File: src/pcm_defines.svh
`ifndef PCM_DEFINES_SVH
`define PCM_DEFINES_SVH

// register byte offsets on the bus
`define PCM_OFS_PIN_LEVELS   8'h00
`define PCM_OFS_LATCH        8'h04
`define PCM_OFS_DIRECTION    8'h08
`define PCM_OFS_FUNC_SEL     8'h0c
`define PCM_OFS_PKG_INFO     8'h10

// reset values
`define PCM_LATCH_RST        8'h00
`define PCM_DIR_RST          8'hff
`define PCM_FUNC_RST         8'h00

// bit positions of the port
`define PCM_PIN6             3'd6
`define PCM_PIN7             3'd7
// pins 4 and 5 have no direction bits
`define PCM_DIR_IMPL_MASK    8'hcf

// function select fields: pin6 in [3:0], pin7 in [7:4]
`define PCM_SEL6_LSB         3'd0
`define PCM_SEL7_LSB         3'd4

// register address width
`define PCM_ADDR_W           8

`endif

File: src/pcm_pkg.sv
`default_nettype none
package pcm_pkg;
    // function that owns an upper pin
    typedef enum logic [3:0] {
        PCM_FN_GPIO   = 4'h0,
        PCM_FN_CAPCMP = 4'h1,
        PCM_FN_PADDR  = 4'h2,
        PCM_FN_ATX    = 4'h3,
        PCM_FN_ARX    = 4'h4,
        PCM_FN_SYNC   = 4'h5,
        PCM_FN_SPI    = 4'h6,
        PCM_FN_REMAP  = 4'h7
    } pcm_fn_t;
endpackage : pcm_pkg
`default_nettype wire

File: src/pcm_port_mux.sv
// Notes on behaviour
// - pin6 driven by async transmit instead of the latch when that function is chosen, dir 0.
// - sync mode: pin6 outputs the sync clock with dir 0, and feeds the clock input with dir 1.
// - pin7 outputs sync data with dir 0 over the latch, and is data input with dir 1.
// - pin7 with dir 1 feeds the async receive input of the serial unit.
// - pin7 carries the spi serial output of sync port one when dir is 0.
// - as parallel address bit4, pin7 direction comes from the parallel port, dir bit ignored.
// - as parallel address bit5, pin6 is input with dir 1 and drives the address with dir 0.
// - pin6 is remap pin 17: input with dir 1, output with dir 0.
// - pin7 is remap pin 18: input with dir 1, output with dir 0.
// - parallel address functions exist only when the large-package parameter is set.
// - pins 4 and 5 have no direction bits and are inputs only.
// - direction reads return stored bits even under peripheral override.
//
// The placing of the registers and register access over AHB-Lite were chosen for this implementation.
`timescale 1ns/1ps
`default_nettype none
`include "pcm_defines.svh"
module pcm_port_mux
#(
    parameter bit LARGE_PKG = 1'b1,
    parameter int PORT_W    = 8
) (
    input  wire logic        ref_clk_i,
    input  wire logic        nrst_i,
    // ahb-lite slave
    input  wire logic        hsel_i,
    input  wire logic [31:0] haddr_i,
    input  wire logic [1:0]  htrans_i,
    input  wire logic        hwrite_i,
    input  wire logic [2:0]  hsize_i,
    input  wire logic [31:0] hwdata_i,
    input  wire logic        hready_i,
    output logic      [31:0] hrdata_o,
    output logic             hreadyout_o,
    output logic             hresp_o,
    // port pins
    input  wire logic [7:0]  pin_in_i,
    output logic      [7:0]  pin_out_o,
    output logic      [7:0]  pin_oe_o,
    // serial unit
    input  wire logic        async_transmit_out_i,
    output logic             async_receive_in_o,
    input  wire logic        sync_serial_clock_out_i,
    output logic             sync_serial_clock_in_o,
    input  wire logic        sync_serial_data_out_i,
    output logic             sync_serial_data_in_o,
    // sync serial port one
    input  wire logic        spi_serial_out_i,
    // capture/compare units 9 and 10
    input  wire logic        capcomp_unit9_out_i,
    input  wire logic        capcomp_unit10_out_i,
    output logic             capcomp_unit9_in_o,
    output logic             capcomp_unit10_in_o,
    // parallel master port
    input  wire logic        parallel_addr_bit5_out_i,
    output logic             parallel_addr_bit5_in_o,
    input  wire logic        parallel_addr_bit4_out_i,
    input  wire logic        parallel_addr_bit4_oe_i,
    output logic             parallel_addr_bit4_in_o,
    // remappable peripheral pins
    input  wire logic        remap_pin_17_out_i,
    input  wire logic        remap_pin_18_out_i,
    output logic             remap_pin_17_in_o,
    output logic             remap_pin_18_in_o
);
    import pcm_pkg::*;

    // refused at elaboration: the pin map is fixed to an 8-bit port
    if (PORT_W != 8)
    begin : g_bad_width
        $error("pcm_port_mux serves only an 8-bit port");
    end

    localparam logic [1:0] HTRANS_NONSEQ = 2'h2;

    logic       rst_meta;
    logic       rst_n;
    logic [7:0] pin_sync;
    logic [7:0] port_output_latch;
    logic [7:0] port_direction;
    pcm_fn_t    fn6;
    pcm_fn_t    fn7;
    logic                   dp_write;
    logic [`PCM_ADDR_W-1:0] dp_addr;
    logic [7:0] next_out;
    logic [7:0] next_oe;

    // reset release through two flops, assertion stays asynchronous
    always_ff @(posedge ref_clk_i or negedge nrst_i)
    begin
        if (!nrst_i)
        begin
            rst_meta <= 1'b0;
            rst_n    <= 1'b0;
        end
        else
        begin
            rst_meta <= 1'b1;
            rst_n    <= rst_meta;
        end
    end

    // pin levels arrive asynchronously
    pcm_pin_sync #(
        .WIDTH (8)
    ) u_sync (
        .ref_clk_i (ref_clk_i),
        .rst_n_i   (rst_n),
        .async_i   (pin_in_i),
        .sync_o    (pin_sync)
    );

    // parallel address function is refused on the small package
    function automatic pcm_fn_t fn_legal(input logic [3:0] code);
        pcm_fn_t f;
        f = pcm_fn_t'(code);
        case (code)
            PCM_FN_GPIO, PCM_FN_CAPCMP, PCM_FN_ATX, PCM_FN_ARX,
            PCM_FN_SYNC, PCM_FN_SPI, PCM_FN_REMAP: f = pcm_fn_t'(code);
            PCM_FN_PADDR: f = LARGE_PKG ? PCM_FN_PADDR : PCM_FN_GPIO;
            default:      f = PCM_FN_GPIO;
        endcase
        return f;
    endfunction : fn_legal

    // bus address phase capture; zero wait states
    always_ff @(posedge ref_clk_i or negedge rst_n)
    begin
        if (!rst_n)
        begin
            dp_write <= 1'b0;
            dp_addr  <= '0;
        end
        else if (hready_i)
        begin
            dp_write <= hsel_i && hwrite_i && (htrans_i == HTRANS_NONSEQ);
            dp_addr  <= haddr_i[`PCM_ADDR_W-1:0];
        end
    end

    // register writes in the data phase
    always_ff @(posedge ref_clk_i or negedge rst_n)
    begin
        if (!rst_n)
        begin
            port_output_latch <= `PCM_LATCH_RST;
            port_direction    <= `PCM_DIR_RST;
            fn6               <= PCM_FN_GPIO;
            fn7               <= PCM_FN_GPIO;
        end
        else if (dp_write)
        begin
            case (dp_addr)
                // writing the pin-level register lands in the latch
                `PCM_OFS_PIN_LEVELS, `PCM_OFS_LATCH: port_output_latch <= hwdata_i[7:0];
                `PCM_OFS_DIRECTION:
                    port_direction <= (hwdata_i[7:0] & `PCM_DIR_IMPL_MASK)
                                    | ~`PCM_DIR_IMPL_MASK;
                `PCM_OFS_FUNC_SEL:
                begin
                    fn6 <= fn_legal(hwdata_i[`PCM_SEL6_LSB +: 4]);
                    fn7 <= fn_legal(hwdata_i[`PCM_SEL7_LSB +: 4]);
                end
                default: ;
            endcase
        end
    end

    // read data always valid; unmapped reads give zero
    always_ff @(posedge ref_clk_i or negedge rst_n)
    begin
        if (!rst_n)
            hrdata_o <= '0;
        else if (hready_i && hsel_i && !hwrite_i && htrans_i == HTRANS_NONSEQ)
        begin
            case (haddr_i[`PCM_ADDR_W-1:0])
                `PCM_OFS_PIN_LEVELS: hrdata_o <= {24'h0, pin_sync};
                `PCM_OFS_LATCH:      hrdata_o <= {24'h0, port_output_latch};
                `PCM_OFS_DIRECTION:  hrdata_o <= {24'h0, port_direction};
                `PCM_OFS_FUNC_SEL:   hrdata_o <= {24'h0, fn7, fn6};
                `PCM_OFS_PKG_INFO:   hrdata_o <= {31'h0, LARGE_PKG};
                default:             hrdata_o <= '0;
            endcase
        end
    end

    // always ready, always okay
    always_ff @(posedge ref_clk_i or negedge rst_n)
    begin
        if (!rst_n)
        begin
            hreadyout_o <= 1'b1;
            hresp_o     <= 1'b0;
        end
        else
        begin
            hreadyout_o <= 1'b1;
            hresp_o     <= 1'b0;
        end
    end

    // pin drive selection
    always_comb
    begin
        // lower pins: plain gpio; pins 4 and 5 never drive
        next_out = port_output_latch;
        next_oe  = ~port_direction & `PCM_DIR_IMPL_MASK;
        case (fn6)
            PCM_FN_CAPCMP: next_out[`PCM_PIN6] = capcomp_unit9_out_i;
            PCM_FN_PADDR:  next_out[`PCM_PIN6] = parallel_addr_bit5_out_i;
            PCM_FN_ATX:    next_out[`PCM_PIN6] = async_transmit_out_i;
            PCM_FN_SYNC:   next_out[`PCM_PIN6] = sync_serial_clock_out_i;
            PCM_FN_REMAP:  next_out[`PCM_PIN6] = remap_pin_17_out_i;
            default:       next_out[`PCM_PIN6] = port_output_latch[`PCM_PIN6];
        endcase
        case (fn7)
            PCM_FN_CAPCMP: next_out[`PCM_PIN7] = capcomp_unit10_out_i;
            PCM_FN_PADDR:
            begin
                // direction owned by the parallel port
                next_out[`PCM_PIN7] = parallel_addr_bit4_out_i;
                next_oe[`PCM_PIN7]  = parallel_addr_bit4_oe_i;
            end
            PCM_FN_SYNC:   next_out[`PCM_PIN7] = sync_serial_data_out_i;
            PCM_FN_SPI:    next_out[`PCM_PIN7] = spi_serial_out_i;
            PCM_FN_REMAP:  next_out[`PCM_PIN7] = remap_pin_18_out_i;
            default:       next_out[`PCM_PIN7] = port_output_latch[`PCM_PIN7];
        endcase
    end

    // pins registered so outputs come from flops
    always_ff @(posedge ref_clk_i or negedge rst_n)
    begin
        if (!rst_n)
        begin
            pin_out_o <= '0;
            pin_oe_o  <= '0;
        end
        else
        begin
            pin_out_o <= next_out;
            pin_oe_o  <= next_oe;
        end
    end

    // peripheral inputs: only fed while the pin is an input of that function
    always_ff @(posedge ref_clk_i or negedge rst_n)
    begin
        if (!rst_n)
        begin
            async_receive_in_o      <= 1'b1;
            sync_serial_clock_in_o  <= 1'b0;
            sync_serial_data_in_o   <= 1'b0;
            capcomp_unit9_in_o      <= 1'b0;
            capcomp_unit10_in_o     <= 1'b0;
            parallel_addr_bit5_in_o <= 1'b0;
            parallel_addr_bit4_in_o <= 1'b0;
            remap_pin_17_in_o       <= 1'b0;
            remap_pin_18_in_o       <= 1'b0;
        end
        else
        begin
            // idle-high receive line when not selected
            async_receive_in_o <= (fn7 == PCM_FN_ARX && port_direction[`PCM_PIN7])
                                ? pin_sync[`PCM_PIN7] : 1'b1;
            sync_serial_clock_in_o <= (fn6 == PCM_FN_SYNC && port_direction[`PCM_PIN6])
                                    & pin_sync[`PCM_PIN6];
            sync_serial_data_in_o <= (fn7 == PCM_FN_SYNC && port_direction[`PCM_PIN7])
                                   & pin_sync[`PCM_PIN7];
            capcomp_unit9_in_o <= (fn6 == PCM_FN_CAPCMP && port_direction[`PCM_PIN6])
                                & pin_sync[`PCM_PIN6];
            capcomp_unit10_in_o <= (fn7 == PCM_FN_CAPCMP && port_direction[`PCM_PIN7])
                                 & pin_sync[`PCM_PIN7];
            parallel_addr_bit5_in_o <= (fn6 == PCM_FN_PADDR && port_direction[`PCM_PIN6])
                                     & pin_sync[`PCM_PIN6];
            parallel_addr_bit4_in_o <= (fn7 == PCM_FN_PADDR && !parallel_addr_bit4_oe_i)
                                     & pin_sync[`PCM_PIN7];
            remap_pin_17_in_o <= (fn6 == PCM_FN_REMAP && port_direction[`PCM_PIN6])
                               & pin_sync[`PCM_PIN6];
            remap_pin_18_in_o <= (fn7 == PCM_FN_REMAP && port_direction[`PCM_PIN7])
                               & pin_sync[`PCM_PIN7];
        end
    end
endmodule : pcm_port_mux
`default_nettype wire

File: src/pcm_pin_sync.sv
`timescale 1ns/1ps
`default_nettype none
// three-stage pin synchroniser; a change is taken once stages two and three agree
module pcm_pin_sync #(
    parameter int WIDTH = 8
) (
    input  wire logic             ref_clk_i,
    input  wire logic             rst_n_i,
    input  wire logic [WIDTH-1:0] async_i,
    output logic      [WIDTH-1:0] sync_o
);
    logic [WIDTH-1:0] stage1;
    logic [WIDTH-1:0] stage2;
    logic [WIDTH-1:0] stage3;

    // shift chain; stage1 only feeds stage2
    always_ff @(posedge ref_clk_i or negedge rst_n_i)
    begin
        if (!rst_n_i)
        begin
            stage1 <= '0;
            stage2 <= '0;
            stage3 <= '0;
        end
        else
        begin
            stage1 <= async_i;
            stage2 <= stage1;
            stage3 <= stage2;
        end
    end

    // accept per bit only when the last two stages agree
    always_ff @(posedge ref_clk_i or negedge rst_n_i)
    begin
        if (!rst_n_i)
            sync_o <= '0;
        else
            for (int i = 0; i < WIDTH; i++)
                if (stage2[i] == stage3[i])
                    sync_o[i] <= stage3[i];
    end
endmodule : pcm_pin_sync
`default_nettype wire

File: config.mk
export PLATFORM = sky130hd
export DESIGN_NAME = pcm_port_mux
export DESIGN_NICKNAME = d
export VERILOG_FILES = /design/src/pcm_pkg.sv /design/src/pcm_port_mux.sv /design/src/pcm_pin_sync.sv
export VERILOG_INCLUDE_DIRS = /design/src
export SDC_FILE = /design/constraint.sdc
export NUM_CORES = 1
export LEC_CHECK = 0
export ABC_AREA = 1
export BUFFER_PORTS_ARGS = -buffer_cell sky130_fd_sc_hd__buf_4
export CAP_MARGIN = 10
export CORE_ASPECT_RATIO = 1.4
export CORE_MARGIN = 1.5
export CORE_UTILIZATION = 44
export DETAILED_ROUTE_END_ITERATION = 10
export HOLD_SLACK_MARGIN = 0.02
export PLACE_DENSITY = 0.85
export RECOVER_POWER = 25
export SETUP_SLACK_MARGIN = 0.3
export SLEW_MARGIN = 10
export SYNTH_ARGS = -nofsm -noshare
export SYNTH_HDL_FRONTEND = slang
export SYNTH_SLANG_ARGS = --single-unit
File: constraint.sdc
create_clock -name ref_clk_i -period 2.9 [get_ports ref_clk_i]
set_clock_uncertainty 0.15 [all_clocks]
set_input_delay 0.145 -clock ref_clk_i [delete_from_list [all_inputs] [get_ports ref_clk_i]]
set_output_delay 0.145 -clock ref_clk_i [all_outputs]
set_load 0.05 [all_outputs]
* After elaboration in Yosys (flattened, before gate mapping)
Cells that the tools add are included.
Operators by class: equal/unequal tests 41, muxes and demuxes 7, reduce and logical (&&, ||, !) cells 26, bitwise logic cells 9
Operators by type and width (number):
- == test 4 x 3 -> 1 bit (second input constant) | 14
- one-hot mux 8 bit (5 select lines) | 1
- == test 8 x 4 -> 1 bit (second input constant) | 4
- == test 4 x 2 -> 1 bit (second input constant) | 7
- == test 4 x 1 -> 1 bit (second input constant) | 4
- == test 8 x 3 -> 1 bit (second input constant) | 2
- zero test 8 bit | 2
- one-hot mux 4 bit (2 select lines) | 2
- logical AND 1 bit | 14
- OR reduction 7 bit | 2
- one-hot mux 1 bit (5 select lines) | 2
- AND 1 bit | 8
- == test 1 bit | 8
- == test 8 x 5 -> 1 bit (second input constant) | 1
- zero test 4 bit | 2
- inverter 8 bit | 1
- AND reduction 2 bit | 3
- == test 2 bit (second input constant) | 1
- zero test 1 bit | 2
- two-way mux 1 bit | 2
- OR reduction 2 bit | 1
Word-level totals: output and inout bits 59, bits in registers 120, logic and storage cells 114

* Depth between registers and ports, before layout
word-level depth 3, depth in mapped cells 9, mapped depth without buffers 9

* Modules after synthesis
A second synthesis with hierarchy kept.
Unflattened totals: cell total of the unflattened synthesis 413, area, all modules 3991.3 sq um
By module, submodules not included:
- pcm_port_mux | cells each 349, instances 1, area an instance 3060.4 sq um
- pcm_pin_sync | cells each 64, instances 1, area an instance 930.9 sq um

* Worst setup path before layout
No wires, ideal clock.
kind register -> register, start reg dp_addr[6], end reg fn6[0], stages on the path, launching flop included 8, arrival time 1092 ps, period minus slack after synthesis 1359 ps, required time 2632 ps, slack 1541 ps, path through dfrtp_1 inv_2 nand4_2 inv_2 nand4_1 buf_6 nand2_1 o21ai_2
On the way: cells in the longest elaborated chain, start to end 2
Ends and longest elaborated chain:
- start: declaration | line pcm_port_mux.sv:85 | logic [`PCM_ADDR_W-1:0] dp_addr;
- start signal: assignment | line pcm_port_mux.sv:138 | dp_addr <= haddr_i[`PCM_ADDR_W-1:0];
- == test 8 x 4 -> 1 bit | line pcm_port_mux.sv:154 | case (dp_addr)
- AND reduction 2 bit (no line)
- end signal: assignment | line pcm_port_mux.sv:162 | fn6 <= fn_legal(hwdata_i[`PCM_SEL6_LSB +: 4]);
- end: declaration | line pcm_port_mux.sv:82 | pcm_fn_t fn6;
Every way passes these cells. A chain may end at the register's enable or synchronous reset.

==> run_results.csv <==
group,metric,value,unit
status,status,"completed",
routing,wl_met2,4.68,mm
grt,grt.overflow.total,0,
routing,detailedRoute.firstIterationViolations,253,
floorplan,die_area,9590,sq um
synth,yosys_warnings,0,
clocking,clk_latency,0.34,ns
clocking,clk_path_buf_depth,2,
setup_path,worstPathMaxFanout,3,
power,power.density,625,nW/um^2
synth,synth_top_family_by_area,"simple AND/OR/NAND/NOR gates",
routing,wire_per_inst,14.7,um
synth,syn_avg_cell_area,9.96,sq um
synth,synth_compound_area_share,4.77,%
routing,ant_nets,0,
grt,groute.usage.overall,21.0,%
routing,drt-pass1-iter-count,4,
run,max_cap_violations,0,
final_layout,drive_above_1_share,23.5,%
clocking,post-cts-setup-buffers,0,
synth,yosys.area_share.xor_xnor,0,%
routing,post-route-drc-count,0,
routing,routed_wl,9.30,mm
synth,syn_inst,398,
synth,ys_types,30,
setup_path,path_class,"input pin to flip-flop",
synth,synth_adder_area_share,2.02,%
floorplan,die_y,115,um
routing,m1WireLength,3.63,mm
sta,hold_violations,0,
sta,setup_violations,0,
setup_path,setup.worst_path.end_class,"flip-flop",
min_path,hold_class,"input pin to flip-flop",
final_layout,final_cell_mix,"nand2_1, dfrtp_1, buf_4, dlygate4sd3_1, nand3_1",
floorplan,core_region_area,8660,sq um
setup_path,cp.arrival,2.08,ns
placement,gp_routability_congestion,0.910,
sta,min_period,2.01,ns
final_layout,final_common_cell,"nand2_1",
placement,dp_hpwl,6.32,mm
grt,grt_pass1_vias,3332,
clocking,cts_buffers,9,
clocking,cts_tree,"built",
synth,syn_area,3960,sq um
routing,dr_total_vias,3174,
setup_path,cp.required,2.97,ns
sta,setup_tns,0,ns
floorplan,pin_count,152,
synth,synthMuxAreaShare,0,%
sta,fin_crit_sh,69.4,%
synth,synth_ff_type,"dfrtp_1",
clocking,htreeDepth,3,
sta,slew_headroom,5.76,%
clocking,path_clk_slew,0.06,ns
grt,antenna_found_initial,0,
clocking,cts_resized,0,
setup_path,startpoint_type,"input pin",
grt,grt_max_degree,38,
synth,synth_simple_gate_area_share,21.3,%
floorplan,die_x,83.2,um
synth,async_flop_share,100,%
power,ir_drop,0.353,mV
final_layout,synthToLayoutAreaGrowth,34.1,%
synth,seq_area_frac_synth,60.8,%
placement,portBuffers,72,
routing,routed_via_density,5.02,
routing,top_layer_used,"met4",
synth,synth_edf_count,0,
clocking,clkSinkCount,96,
final_layout,final_util,61.4,%
final_layout,num_antenna_cells,0,
grt,grt_pass1_wl,15.7,mm
sta,rsz0062_at_grt,"no",
power,p_leak,2.69,nW
clocking,hold_buffers,48,
sta,fmax,497,MHz
synth,ys_ff_latch,96,
final_layout,num-nets-final,615,
floorplan,num_rows,40,
floorplan,initial_core_util,45.8,%
sta,slew_violations,0,
routing,met3_length,619,um
sta,worst_slew_pin_slew,1.41,ns
clocking,clockRootBuffer,"clkbuf_16",
## synth_stat cells (2+ instances only)
master / count / area [sq um]
nand2_1: 95 / 357
dfrtp_1: 89 / 2230
nand3_1: 33 / 165
inv_1: 30 / 113
buf_4: 29 / 218
nor2_1: 23 / 86.3
nand4_1: 19 / 119
inv_2: 11 / 41.3
o21ai_0: 11 / 55.1
maj3_1: 8 / 80.1
dfstp_2: 7 / 184
o21ai_2: 7 / 61.3
o21ai_1: 6 / 30.0
nor2_2: 4 / 25.0
buf_2: 3 / 15.0
buf_6: 3 / 33.8
nor4_1: 3 / 18.8
a21oi_2: 2 / 17.5
conb_1: 2 / 7.51
nor3_4: 2 / 32.5
o22ai_1: 2 / 12.5
## flip-flops by register name, indices dropped and copies added (netlist names), 4 cells and up
register           cells
pin_oe_o               6
dp_addr                8
fn6                    4
port_direction         6
port_output_latch      8
u_sync.sync_o          8
u_sync.stage1          8
pin_out_o              8
hrdata_o               8
u_sync.stage2          8
fn7                    4
u_sync.stage3          8
## metrics by stage
step	hold WS, ns	cell area (sq um)	std cells	setup slack, ns	power (mW)
after floorplan	-0.301	4070	425	1.14	1.80
after global placement	-0.220	4480	568	1.06	1.89
after detailed placement	-0.221	4480	568	0.947	1.91
after CTS	0.0285	5320	632	0.928	3.34
after global routing	0.104	5320	632	0.681	3.45
final	0.0697	5320	632	0.886	3.32
## kinds of logic (layout without fill, tap and decap cells)
logic type,Yosys count,count (layout)
other cells,2,29
fa+ha+maj,8,8
buf+inv,78,180
compound gates,30,30
simple gates,184,184
flops,96,96
## worst max-delay path, cell delays in order
cell           delay [ns]
dlygate4sd3_1        0.53
buf_4                0.15
nand2_1              0.07
dlygate4sd3_1        0.54
o21ai_0              0.07
dlygate4sd3_1        0.57
## report_power, final
group          leakage (nW)  switching [mW]  internal, mW  total [mW]
combinational          1.41           0.294         0.156       0.450
clock                 0.169           0.504         0.870        1.37
sequential             1.11          0.0682          1.43        1.50
## final timing paths
path / cells after the start / startpoint / end / slack, ns
worst min register to register: 0 / u_sync.stage1[4]$_DFF_PN0_ / u_sync.stage2[4]$_DFF_PN0_ / 0.20
min in group asynchronous: 0 / rst_n$_DFF_PN0_ / u_sync.stage2[3]$_DFF_PN0_ / 0.44
max in group asynchronous: 1 / rst_n$_DFF_PN0_ / async_receive_in_o$_DFF_PN1_ / 1.03
worst max-delay path: 6 / haddr_i[1] / dp_addr[1]$_DFFE_PN0P_ / 0.89
worst min-delay path: 5 / sync_serial_data_out_i / pin_out_o[7]$_DFF_PN0_ / 0.07
worst max register to register: 6 / dp_addr[7]$_DFFE_PN0P_ / fn7[0]$_DFFE_PN0P_ / 0.89
## per-layer routing
metal / vias up / GRT usage (%)
met1: 1500 / 24.2
met5: - / 0
met4: 0 / 11.3
met2: 158 / 35.9
met3: 39 / 5.67
li1: 1477 / -
## layout make-up
cell class	instances	area, sq um
fill	733	3340
inverter	42	160
clock inverter	6	115
tap	105	131
clock buffer	10	239
sequential	96	2410
multi-input combinational	251	1220
timing repair buffer	122	1040
(Power assumes the default switching activity.)
